--- config.mk ---
export PLATFORM = sky130hd
export DESIGN_NAME = fidl_fault_indicator
export DESIGN_NICKNAME = d
export VERILOG_FILES = /design/src/core/fidl_pkg.sv /design/src/core/fidl_flasher.sv /design/src/core/fidl_fault_indicator.sv
export SDC_FILE = /design/constraint.sdc
export NUM_CORES = 1
export LEC_CHECK = 0
export BUFFER_PORTS_ARGS = -buffer_cell sky130_fd_sc_hd__buf_2
export CAP_MARGIN = 20
export CORE_UTILIZATION = 45
export CTS_BUF_LIST = sky130_fd_sc_hd__clkbuf_2 sky130_fd_sc_hd__clkbuf_4 sky130_fd_sc_hd__clkbuf_8
export CTS_CLUSTER_DIAMETER = 100
export DETAILED_ROUTE_END_ITERATION = 16
export PLACE_DENSITY = 0.58
export SETUP_SLACK_MARGIN = 0.15
export SLEW_MARGIN = 20
export SYNTH_ARGS = -nofsm -noshare
export SYNTH_HDL_FRONTEND = slang
export SYNTH_HIERARCHICAL = 1
export SYNTH_SLANG_ARGS = --single-unit
--- constraint.sdc ---
create_clock -name clk_sys_i -period 8.3 [get_ports clk_sys_i]
set_input_delay 0 -clock clk_sys_i [delete_from_list [all_inputs] [get_ports clk_sys_i]]
set_output_delay 0 -clock clk_sys_i [all_outputs]
set_load 0.1 [all_outputs]
--- src/core/fidl_pkg.sv ---
// Purpose: shared constants for the fault indicator block
// Assumes: 100 MHz system clock
// Notes: fault flag bit positions equal the indicator codes
package fidl_pkg;
  // -----------------------------------------------------------------
  // fault flag positions (bit index = flash code)
  // -----------------------------------------------------------------
  localparam int FLT_W = 16;
  localparam int CODE_W = 4;
  localparam int F_DATA_MEM = 0;
  localparam int F_PROG_MEM = 1;
  localparam int F_CFG_MEM = 2;
  localparam int F_OTHER_MEM = 3;
  localparam int F_MICROWAVE = 4;
  localparam int F_DISPLAY = 5;
  localparam int F_MODEM = 6;
  localparam int F_ANALOG_OUT = 7;
  localparam int F_INT_TEMP = 8;
  localparam int F_UNSPEC_HW = 11;
  localparam int F_MEASURE = 12;
  localparam int F_CFG_RANGE = 14;
  localparam int F_SOFTWARE = 15;
  // codes that may light the LED; 3, 9, 10, 13 never flash
  localparam logic [FLT_W-1:0] LED_CODE_MASK = 16'hD9F7;
  // -----------------------------------------------------------------
  // display message numbers
  // -----------------------------------------------------------------
  localparam logic [3:0] MSG_NONE = 4'h0;
  localparam logic [3:0] MSG_DATA_MEM = 4'h1;
  localparam logic [3:0] MSG_PROG_MEM = 4'h2;
  localparam logic [3:0] MSG_CFG_MEM = 4'h3;
  localparam logic [3:0] MSG_OTHER_MEM = 4'h4;
  localparam logic [3:0] MSG_MICROWAVE = 4'h5;
  localparam logic [3:0] MSG_DISPLAY = 4'h6;
  localparam logic [3:0] MSG_MODEM = 4'h7;
  localparam logic [3:0] MSG_ANALOG_OUT = 4'h8;
  localparam logic [3:0] MSG_UNSPEC_HW = 4'h9;
  localparam logic [3:0] MSG_INT_TEMP = 4'hA;
  localparam logic [3:0] MSG_MEASURE = 4'hB;
  localparam logic [3:0] MSG_CFG_RANGE = 4'hC;
  localparam logic [3:0] MSG_SOFTWARE = 4'hD;
  // -----------------------------------------------------------------
  // timing
  // -----------------------------------------------------------------
  localparam longint CLK_HZ = 100000000;
  localparam int IDLE_PERIOD_MS = 2000;
  localparam int PAUSE_MS = 5000;
  localparam int FLASH_ON_MS = 250;
  localparam int FLASH_OFF_MS = 250;
  localparam int VAR_PERIOD_MS = 2000;
  localparam int RESET_PULSE_CYC = 16;
  localparam longint IDLE_CYC = CLK_HZ / 1000 * IDLE_PERIOD_MS;
  localparam longint PAUSE_CYC = CLK_HZ / 1000 * PAUSE_MS;
  localparam longint FLASH_ON_CYC = CLK_HZ / 1000 * FLASH_ON_MS;
  localparam longint FLASH_OFF_CYC = CLK_HZ / 1000 * FLASH_OFF_MS;
  localparam longint VAR_CYC = CLK_HZ / 1000 * VAR_PERIOD_MS;
endpackage

--- src/core/fidl_flasher.sv ---
// Purpose: counted flash pattern generator for the status LED
// Assumes: code and start come from logic on the same clock
// Notes: code 0 still flashes once, so no-fault and code 0 look alike in count
`timescale 1ns/1ps
module fidl_flasher #(
  parameter int CNT_W = 32,
  parameter logic [CNT_W-1:0] ON_CYC = CNT_W'(fidl_pkg::FLASH_ON_CYC),
  parameter logic [CNT_W-1:0] OFF_CYC = CNT_W'(fidl_pkg::FLASH_OFF_CYC)
) (
  input wire logic clk_sys_i,
  input wire logic rst_i,
  input wire logic start_i,
  input wire logic [4:0] count_i,
  output logic led_o,
  output logic busy_o
);
  typedef enum logic [1:0] {FL_IDLE, FL_ON, FL_OFF} fidl_fl_state_type;
  fidl_fl_state_type state_ff;
  logic [CNT_W-1:0] tmr_ff;
  logic [4:0] left_ff;

  // -----------------------------------------------------------------
  // flash sequencer
  // -----------------------------------------------------------------
  always_ff @(posedge clk_sys_i) begin
    if (rst_i) begin
      state_ff <= FL_IDLE;
      tmr_ff <= '0;
      left_ff <= '0;
    end else begin
      case (state_ff)
        FL_IDLE: begin
          if (start_i) begin
            state_ff <= FL_ON;
            tmr_ff <= ON_CYC - CNT_W'(1);
            left_ff <= count_i;
          end
        end
        FL_ON: begin
          if (tmr_ff == '0) begin
            state_ff <= FL_OFF;
            tmr_ff <= OFF_CYC - CNT_W'(1);
          end else begin
            tmr_ff <= tmr_ff - CNT_W'(1);
          end
        end
        FL_OFF: begin
          if (tmr_ff != '0) begin
            tmr_ff <= tmr_ff - CNT_W'(1);
          end else if (left_ff > 5'h01) begin
            left_ff <= left_ff - 5'h01;
            state_ff <= FL_ON;
            tmr_ff <= ON_CYC - CNT_W'(1);
          end else begin
            state_ff <= FL_IDLE;
          end
        end
        default: state_ff <= FL_IDLE;
      endcase
    end
  end

  always_ff @(posedge clk_sys_i) begin
    if (rst_i) begin
      led_o <= 1'b0;
      busy_o <= 1'b0;
    end else begin
      led_o <= (state_ff == FL_ON);
      busy_o <= (state_ff != FL_IDLE) || start_i;
    end
  end
endmodule // fidl_flasher

--- src/core/fidl_fault_indicator.sv ---
// Purpose: fault code selection, LED flash pattern, display message and self-test responses
// Assumes: fault flags are synchronous to clk_sys_i; straps may be asynchronous
// Notes: display text itself is rendered by the display driver from msg_o
`timescale 1ns/1ps
module fidl_fault_indicator #(
  parameter int CNT_W = 32,
  parameter logic [CNT_W-1:0] IDLE_CYC = CNT_W'(fidl_pkg::IDLE_CYC),
  parameter logic [CNT_W-1:0] PAUSE_CYC = CNT_W'(fidl_pkg::PAUSE_CYC),
  parameter logic [CNT_W-1:0] FLASH_ON_CYC = CNT_W'(fidl_pkg::FLASH_ON_CYC),
  parameter logic [CNT_W-1:0] FLASH_OFF_CYC = CNT_W'(fidl_pkg::FLASH_OFF_CYC),
  parameter logic [CNT_W-1:0] VAR_CYC = CNT_W'(fidl_pkg::VAR_CYC),
  parameter int NUM_VARS = 9
) (
  input wire logic clk_sys_i,
  input wire logic rst_i,
  input wire logic has_display_i,
  input wire logic [fidl_pkg::FLT_W-1:0] fault_i,
  input wire logic data_mem_test_err_i,
  input wire logic prog_mem_test_err_i,
  input wire logic cfg_mem_err_i,
  input wire logic cfg_range_err_i,
  input wire logic [7:0] var_sel_mask_i,
  output logic led_orange_o,
  output logic [3:0] msg_o,
  output logic [fidl_pkg::FLT_W-1:0] fault_flags_o,
  output logic self_reset_o,
  output logic use_defaults_o,
  output logic [3:0] var_idx_o
);
  typedef enum logic [1:0] {SQ_START, SQ_FLASH, SQ_GAP} fidl_seq_state_type;

  // -----------------------------------------------------------------
  // strap synchroniser
  // -----------------------------------------------------------------
  logic disp_meta_ff;
  logic disp_ff;
  always_ff @(posedge clk_sys_i) begin
    if (rst_i) begin
      disp_meta_ff <= 1'b0;
      disp_ff <= 1'b0;
    end else begin
      disp_meta_ff <= has_display_i;
      disp_ff <= disp_meta_ff;
    end
  end

  // -----------------------------------------------------------------
  // fault flag merge
  // -----------------------------------------------------------------
  logic [fidl_pkg::FLT_W-1:0] nxt_flags;
  always_comb begin
    nxt_flags = fault_i & fidl_pkg::LED_CODE_MASK;
    nxt_flags[fidl_pkg::F_OTHER_MEM] = fault_i[fidl_pkg::F_OTHER_MEM];
    nxt_flags[fidl_pkg::F_DATA_MEM] = fault_i[fidl_pkg::F_DATA_MEM] | data_mem_test_err_i;
    nxt_flags[fidl_pkg::F_PROG_MEM] = fault_i[fidl_pkg::F_PROG_MEM] | prog_mem_test_err_i;
    nxt_flags[fidl_pkg::F_CFG_MEM] = fault_i[fidl_pkg::F_CFG_MEM] | cfg_mem_err_i;
    nxt_flags[fidl_pkg::F_CFG_RANGE] = fault_i[fidl_pkg::F_CFG_RANGE] | cfg_range_err_i;
  end

  always_ff @(posedge clk_sys_i) begin
    if (rst_i) begin
      fault_flags_o <= '0;
      use_defaults_o <= 1'b0;
    end else begin
      fault_flags_o <= nxt_flags;
      // defaults held while either config fault persists
      use_defaults_o <= cfg_mem_err_i | cfg_range_err_i;
    end
  end

  // -----------------------------------------------------------------
  // startup memory test: flag first, then request reset
  // -----------------------------------------------------------------
  logic rst_arm_ff;
  always_ff @(posedge clk_sys_i) begin
    if (rst_i) begin
      rst_arm_ff <= 1'b0;
      self_reset_o <= 1'b0;
    end else begin
      if (!rst_arm_ff && (data_mem_test_err_i || prog_mem_test_err_i)) begin
        rst_arm_ff <= 1'b1;
      end
      // flag is visible for one clock cycle before reset asserts
      self_reset_o <= rst_arm_ff;
    end
  end

  // -----------------------------------------------------------------
  // lowest active code
  // -----------------------------------------------------------------
  logic any_fault;
  logic [fidl_pkg::CODE_W-1:0] low_code;
  logic [fidl_pkg::FLT_W-1:0] led_faults;
  always_comb begin
    led_faults = fault_flags_o & fidl_pkg::LED_CODE_MASK;
    any_fault = |led_faults;
    low_code = '0;
    for (int i = fidl_pkg::FLT_W - 1; i >= 0; i--) begin
      if (led_faults[i]) begin
        low_code = fidl_pkg::CODE_W'(i);
      end
    end
  end

  // -----------------------------------------------------------------
  // LED sequencer
  // -----------------------------------------------------------------
  fidl_seq_state_type seq_ff;
  logic [CNT_W-1:0] gap_ff;
  logic [4:0] flash_cnt_ff;
  logic gap_is_pause_ff;
  logic fl_start_ff;
  logic fl_led;
  logic fl_busy;

  always_ff @(posedge clk_sys_i) begin
    if (rst_i) begin
      seq_ff <= SQ_START;
      gap_ff <= '0;
      flash_cnt_ff <= '0;
      gap_is_pause_ff <= 1'b0;
      fl_start_ff <= 1'b0;
    end else begin
      fl_start_ff <= 1'b0;
      case (seq_ff)
        SQ_START: begin
          // selection only changes here, once per cycle of the pattern
          if (any_fault) begin
            flash_cnt_ff <= (low_code == '0) ? 5'h01 : {1'b0, low_code};
            gap_is_pause_ff <= 1'b1;
          end else begin
            flash_cnt_ff <= 5'h01;
            gap_is_pause_ff <= 1'b0;
          end
          fl_start_ff <= 1'b1;
          seq_ff <= SQ_FLASH;
        end
        SQ_FLASH: begin
          if (!fl_busy && !fl_start_ff) begin
            seq_ff <= SQ_GAP;
            // idle period counts from the start of the single flash
            gap_ff <= gap_is_pause_ff ? PAUSE_CYC - CNT_W'(1)
                    : IDLE_CYC - FLASH_ON_CYC - FLASH_OFF_CYC - CNT_W'(1);
          end
        end
        SQ_GAP: begin
          if (gap_ff == '0) begin
            seq_ff <= SQ_START;
          end else begin
            gap_ff <= gap_ff - CNT_W'(1);
          end
        end
        default: seq_ff <= SQ_START;
      endcase
    end
  end

  fidl_flasher #(
    .CNT_W(CNT_W),
    .ON_CYC(FLASH_ON_CYC),
    .OFF_CYC(FLASH_OFF_CYC)
  ) u_flasher (
    .clk_sys_i(clk_sys_i),
    .rst_i(rst_i),
    .start_i(fl_start_ff),
    .count_i(flash_cnt_ff),
    .led_o(fl_led),
    .busy_o(fl_busy)
  );

  always_ff @(posedge clk_sys_i) begin
    if (rst_i) begin
      led_orange_o <= 1'b0;
    end else begin
      led_orange_o <= fl_led & ~disp_ff;
    end
  end

  // -----------------------------------------------------------------
  // display message select, fixed priority
  // -----------------------------------------------------------------
  logic [3:0] nxt_msg;
  always_comb begin
    nxt_msg = fidl_pkg::MSG_NONE;
    if (fault_flags_o[fidl_pkg::F_SOFTWARE]) nxt_msg = fidl_pkg::MSG_SOFTWARE;
    if (fault_flags_o[fidl_pkg::F_CFG_RANGE]) nxt_msg = fidl_pkg::MSG_CFG_RANGE;
    if (fault_flags_o[fidl_pkg::F_MEASURE]) nxt_msg = fidl_pkg::MSG_MEASURE;
    if (fault_flags_o[fidl_pkg::F_UNSPEC_HW]) nxt_msg = fidl_pkg::MSG_UNSPEC_HW;
    if (fault_flags_o[fidl_pkg::F_INT_TEMP]) nxt_msg = fidl_pkg::MSG_INT_TEMP;
    if (fault_flags_o[fidl_pkg::F_ANALOG_OUT]) nxt_msg = fidl_pkg::MSG_ANALOG_OUT;
    if (fault_flags_o[fidl_pkg::F_MODEM]) nxt_msg = fidl_pkg::MSG_MODEM;
    if (fault_flags_o[fidl_pkg::F_DISPLAY]) nxt_msg = fidl_pkg::MSG_DISPLAY;
    if (fault_flags_o[fidl_pkg::F_MICROWAVE]) nxt_msg = fidl_pkg::MSG_MICROWAVE;
    if (fault_flags_o[fidl_pkg::F_OTHER_MEM]) nxt_msg = fidl_pkg::MSG_OTHER_MEM;
    if (fault_flags_o[fidl_pkg::F_CFG_MEM]) nxt_msg = fidl_pkg::MSG_CFG_MEM;
    if (fault_flags_o[fidl_pkg::F_PROG_MEM]) nxt_msg = fidl_pkg::MSG_PROG_MEM;
    if (fault_flags_o[fidl_pkg::F_DATA_MEM]) nxt_msg = fidl_pkg::MSG_DATA_MEM;
  end

  always_ff @(posedge clk_sys_i) begin
    if (rst_i) begin
      msg_o <= fidl_pkg::MSG_NONE;
    end else begin
      msg_o <= disp_ff ? nxt_msg : fidl_pkg::MSG_NONE;
    end
  end

  // -----------------------------------------------------------------
  // measurement variable rotation
  // -----------------------------------------------------------------
  logic [CNT_W-1:0] var_tmr_ff;
  logic [3:0] nxt_idx;
  always_comb begin
    nxt_idx = var_idx_o;
    for (int k = NUM_VARS - 1; k >= 1; k--) begin
      // the last index has no mask bit, so it is never selected
      if ((32'(var_idx_o) + k) % NUM_VARS < 8 &&
          var_sel_mask_i[3'((32'(var_idx_o) + k) % NUM_VARS)]) begin
        nxt_idx = 4'((32'(var_idx_o) + k) % NUM_VARS);
      end
    end
  end

  always_ff @(posedge clk_sys_i) begin
    if (rst_i) begin
      var_tmr_ff <= '0;
      var_idx_o <= 4'h0;
    end else if (var_tmr_ff == VAR_CYC - CNT_W'(1)) begin
      var_tmr_ff <= '0;
      var_idx_o <= nxt_idx;
    end else begin
      var_tmr_ff <= var_tmr_ff + CNT_W'(1);
    end
  end
endmodule // fidl_fault_indicator

# Yosys cells after proc, flatten, opt, wreduce, memory -nomap -nowiden
# Index checks and enable logic that the tools add are counted.
dict set report word_totals {
  register_bits 144
  latch_bits 0
  ramBits 0
  romBits 0
  in_bits 31
  out_inout_bits 27
  wordCells 193
  n_memories 0
}
dict set report op_classes {
  add_sub_neg 12
  multipliers 0
  n_div 8
  magnitude_cmp 17
  n_eq_ne 13
  shift 0
  mux 74
  bitwise 7
  reduce_logical 38
}
# op n
set ops {}
lappend ops {{less-than comparator 32 x 4 -> 1 bit (second input constant)} 8}
lappend ops {{modulo 32 x 4 -> 32 bit (second input constant)} 8}
lappend ops {{two-way mux 32 bit} 6}
lappend ops {{two-way mux 4 bit} 28}
lappend ops {{one-hot mux 32 bit (3 select lines)} 1}
lappend ops {{zero test 32 bit} 2}
lappend ops {{one-hot mux 32 bit (2 select lines)} 1}
lappend ops {{subtractor 32 x 1 -> 32 bit (second input constant)} 2}
lappend ops {{adder 32 x 1 -> 32 bit (second input constant)} 1}
lappend ops {{== test 32 x 28 -> 1 bit (second input constant)} 1}
lappend ops {{less-than comparator 3 x 4 -> 1 bit (second input constant)} 8}
lappend ops {{nonzero test 32 bit} 1}
lappend ops {{two-way mux 29 bit} 1}
lappend ops {{binary-select mux 1 bit (select 3 bit)} 8}
lappend ops {{adder 4 x 3 -> 5 bit (second input constant)} 4}
lappend ops {{two-way mux 5 bit} 3}
lappend ops {{two-way mux 2 bit} 7}
lappend ops {{two-way mux 1 bit} 12}
lappend ops {{two-way mux 3 bit} 4}
lappend ops {{one-hot mux 2 bit (3 select lines)} 2}
lappend ops {{OR reduction 12 bit} 1}
lappend ops {{adder 4 x 2 -> 5 bit (second input constant)} 2}
lappend ops {{logical AND 1 bit} 10}
lappend ops {{!= test 2 bit (second input constant)} 5}
lappend ops {{other kinds (26)} 43}

# Depth between registers and ports, before layout
dict set report logic_depth {
  ltp_word 15
  depth_mapped 27
  ltp_nobuf 21
}

# Modules after synthesis
# The synthesis kept the hierarchy.
# mod instances cells_each area_each_um2 seq_area_each_um2
set by_module_without_submodules {}
lappend by_module_without_submodules {fidl_fault_indicator 1 1238 9379.0 1981.9}
lappend by_module_without_submodules {fidl_flasher 1 304 2484.9 820.8}

# Least setup slack after synthesis
# Ideal clock, no wire load.
dict set report synth_timing {
  path_type {register to register}
  startpoint {register var_idx_o[0]}
  endpoint {register var_idx_o[1]}
  setup_ns 0.129
  t_arrival_ns 6.690
  required_ns 8.171
  setup_slack_ns 1.480
  stages_incl_launch_ff 27
  path_buffers 6
  synth_period_minus_slack_ns 6.820
  cell_sequence {dfxtp_1 buf_4 buf_2 inv_1 buf_2 clkbuf_1 buf_1 ha_1 inv_1 clkbuf_1 ha_1 nor2_1 nand2_1 o31ai_1 nor2_1 inv_1 ha_1 inv_1 a211o_1 a221oi_2 inv_1 o211ai_1 a31oi_2 nand2b_1 or4_4 a21oi_1 nor3_2}
}
dict set report synth_via {
  elab_chain_len 12
  word_cells_on_any_way 58
  classes_between {8 x add/sub; 8 x div; 8 x order compare; 24 x mux; 10 x reduce/logical}
}
# item line_no
set synth_lines {}
lappend synth_lines {{start: declaration} fidl_fault_indicator.sv:28} ;# output logic [3:0] var_idx_o
lappend synth_lines {{start signal: assignment} fidl_fault_indicator.sv:230} ;# var_idx_o <= nxt_idx;
lappend synth_lines {{parallel branches: the longest is 12 deep, another holds modulo 32 x 4 -> 32 bit} --}
# Parallel ways; which one is timed is not known. The select of a mux whose other input is x is not followed.
# A chain may end at the register's enable or synchronous reset.

# Worst setup path in the final report
dict set report layout_timing {
  startpoint {register var_idx_o[0]}
  endpoint {register var_idx_o[2]}
}
# The elaborated chain is that of the path after synthesis.

==> results.tsv <==
metric	value	unit
outcome	finished clean	
largest family of logic cells by synthesized area	simple AND/OR/NAND/NOR gates	
number of diodes	0	
H-tree depth	4	
DR vias/cell	5.96	
P_int	1.31	mW
#FFs+latches synth	140	
crit path time final	5.74	ns
Flop pwr share	39.0	%
cts bufs inserted	17	
initial DRC count	858	
first-pass iteration count of the detailed router	7	
Root Buffer	clkbuf_8	
I/O pins	58	
max-cap violations	0	
Resized Gates After CTS	0	
via count	11400	
CTS tree	built	
CTS sink cnt	140	
Setup TNS	0	ns
Seq/Total Area, Yosys	23.6	%
initial antenna violation count	0	
Post-synth EDFFs	0	
Post-Synth XOR/XNOR Area	6.03	%
Achievable Freq	174	MHz
Pwr Density	174	mW/mm²
top_reg_cell synth	dfxtp_1	
pin count of the biggest net entering global routing	83	
synth unique cells	114	
starting density of the core	45.7	%
Max IR drop VDD	0.129	mV
DP HPWL	22600	µm
HP Class	input port to flop	
Mapped Area	0.0119	mm²
Final Skew	0.0186	ns
Combinational Power Share	36.0	%
share of the synthesized area in the top cell type	23.6	%
GRT Overall Usage	24.4	%
Core ar.	0.0260	mm²
Gate Count Post-Synth	1542	
Ys Warns	6	
fin worst setup slack	2.56	ns
Slowest-stage cell, CP	mux4_2	
average size of a mapped cell	7.69	µm²
area grow syn2layout	7.99	%
fin crit share	69.2	%
ranking of synthesized cells by area	dfxtp_1 24%, nor2_1 7.0%, ha_1 5.9%	
critical-path cell list	inv_1 > buf_4 > ha_1 > xnor2_2 > inv_2 > ha_1 > and4bb_2 > a32o_1 > a221oi_2 > mux4_2 > mux2_2 > a211oi_2 > o211ai_1 > or4_4 > nand2_2 > nand3b_1 > o41ai_1	
leak pwr	4.95	nW
routed length per instance	17.1	µm
Max-slew headroom	29.2	%
design area	0.0128	mm²
drt total wl	32600	µm
fin. max-slew vios	0	
DIE WIDTH	164	µm
Tot Pwr	2.23	mW
async set or reset register ratio after synthesis	0	%
largest area contributor in the netlist	dfxtp_1	
Worst EP required	8.67	ns
gr ovfl total	0	
Routed Antenna Nets	0	
Cell Rows	59	
Die ar.	0.0270	mm²
CP delay by family, top	compound AO/OA/AOI/OAI gates	
CP dominant cell by count	ha_1	
routability cong.	0.904	
DP Area	0.0122	mm²
Die Y	164	µm
final net count	1650	
worst slew pin tran	1.05	ns
Clk network pwr share	25.0	%
commonest cells after routing, fill and taps aside	220 x nor2_1, 139 x dfxtp_1, 109 x a21oi_1, 97 x nand2_1, 68 x o21ai_0	
Worst-path clk slew	0.09	ns
kind of critical path	flop to flop	
Worst path max stage delay	0.58	ns
post-placement setup slack	2.63	ns
share of post-route cells with drive strength above 1	12.4	%
Crit path buffers/inverters	3	
Synth Area in Adders	5.91	%
Core Util, Final	49.3	%
later-pin clock latency in the skew report	0.47	ns
Finish-stage setup viols	0	
NetSw	915	µW
vias in the first global route	10400	
Worst setup SP type	flop	
Fin. Hold Viols	0	
RSZ-0062 raised after global routing	false	
Port Buf Inserts	51	
Switching Share	41.1	%
drc violations	0	
Synth Area in Compound Gates	24.1	%
worst endpoint data arrival time	6.12	ns
first-pass GRT wire length	53100	µm
CTS max path bufs	2	
worst-path fanout max	34	
simple-gate share of the synthesized area	28.9	%
mux contribution to synthesized area	5.52	%
CP Capture Type	flop	
commonest non-fill, non-tap cell in the layout	nor2_1	
-- Yosys cell counts (22+ instances only) --
cell        n
nand3_1    35
mux2i_1    28
nor2_1    220
ha_1       56
nor3_1     49
o21ai_0    68
a211oi_1   22
nor2b_1    32
xnor2_1    38
xor2_1     40
nor4_1     25
inv_1      63
dfxtp_1   140
a21oi_1   109
clkbuf_1   48
nand2_1    97
nand2b_1   24
-- worst paths after layout --
path	from	end	slack, ns	depth (start not counted)
setup / recovery	var_idx_o[0]	var_idx_o[2]	2.56	17
setup reg to reg	var_idx_o[0]	var_idx_o[2]	2.56	17
hold / removal	fault_i[3]	fault_flags_o[3]	0.27	3
hold reg to reg	disp_meta_ff	disp_ff	0.45	1
-- through the flow --
step	hold slack [ns]	instances
final	0.275	1910
after CTS	0.240	1910
after detailed placement	0.210	1856
after global placement	0.207	1856
after floorplan	0.116	1545
after global routing	0.277	1910
-- power groups by stage --
stage / Sequential, mW / Combinational, mW / Clock, mW
after global routing: 0.886 / 0.897 / 0.601
final: 0.868 / 0.801 / 0.557
after floorplan: 0.886 / 0.619 / 0
after CTS: 0.868 / 0.799 / 0.576
after global placement: 0.879 / 0.780 / 0
after detailed placement: 0.882 / 0.786 / 0
-- logic make-up after synthesis --
group           Yosys count
flops                   140
mux                      47
fa+ha+maj                56
other cells               1
buf+inv                 156
compound gates          411
simple gates            651
xor+xnor                 80
-- flip-flops by register name (all words and copies together), names as in the netlist, 2 cells and up --
name and cells:
var_idx_o 4, u_flasher/left_ff 5, gap_ff 32, seq_ff 2, u_flasher/state_ff 2, fault_flags_o 13
msg_o 4, flash_cnt_ff 4, u_flasher/tmr_ff 32, var_tmr_ff 32
-- metal layers --
| metal | track usage, % | up-vias | wire [µm] |
|---|---|---|---|
| met5 | 0 | - | 0 |
| met4 | 6.26 | 0 | 465 |
| met3 | 3.62 | 35 | 1380 |
| met2 | 39.5 | 267 | 15000 |
| met1 | 33.9 | 5418 | 15700 |
| li1 | - | 5672 | - |
-- cell type report --
cell class,count,area [µm²]
Tap cell,335,419
Sequential cell,140,2800
Inverter,70,263
Multi-Input combinational cell,1249,8370
Clock buffer,17,234
Timing Repair Buffer,85,571
Fill cell,2585,13200
Clock inverter,14,148
-- worst min-delay path: stages --
cell and delay, ns:
dlygate4sd3_1 0.52, buf_2 0.09, nor2b_1 0.10
-- what timing repair did --
item / CTS / global route
endpoints found under the setup margin: 0 / 0
buffers inserted: 0 / 0
hold buffers: 23 / 0
endpoints found under the hold margin: 25 / 0
No activity file was read; power rests on OpenSTA's default activity.
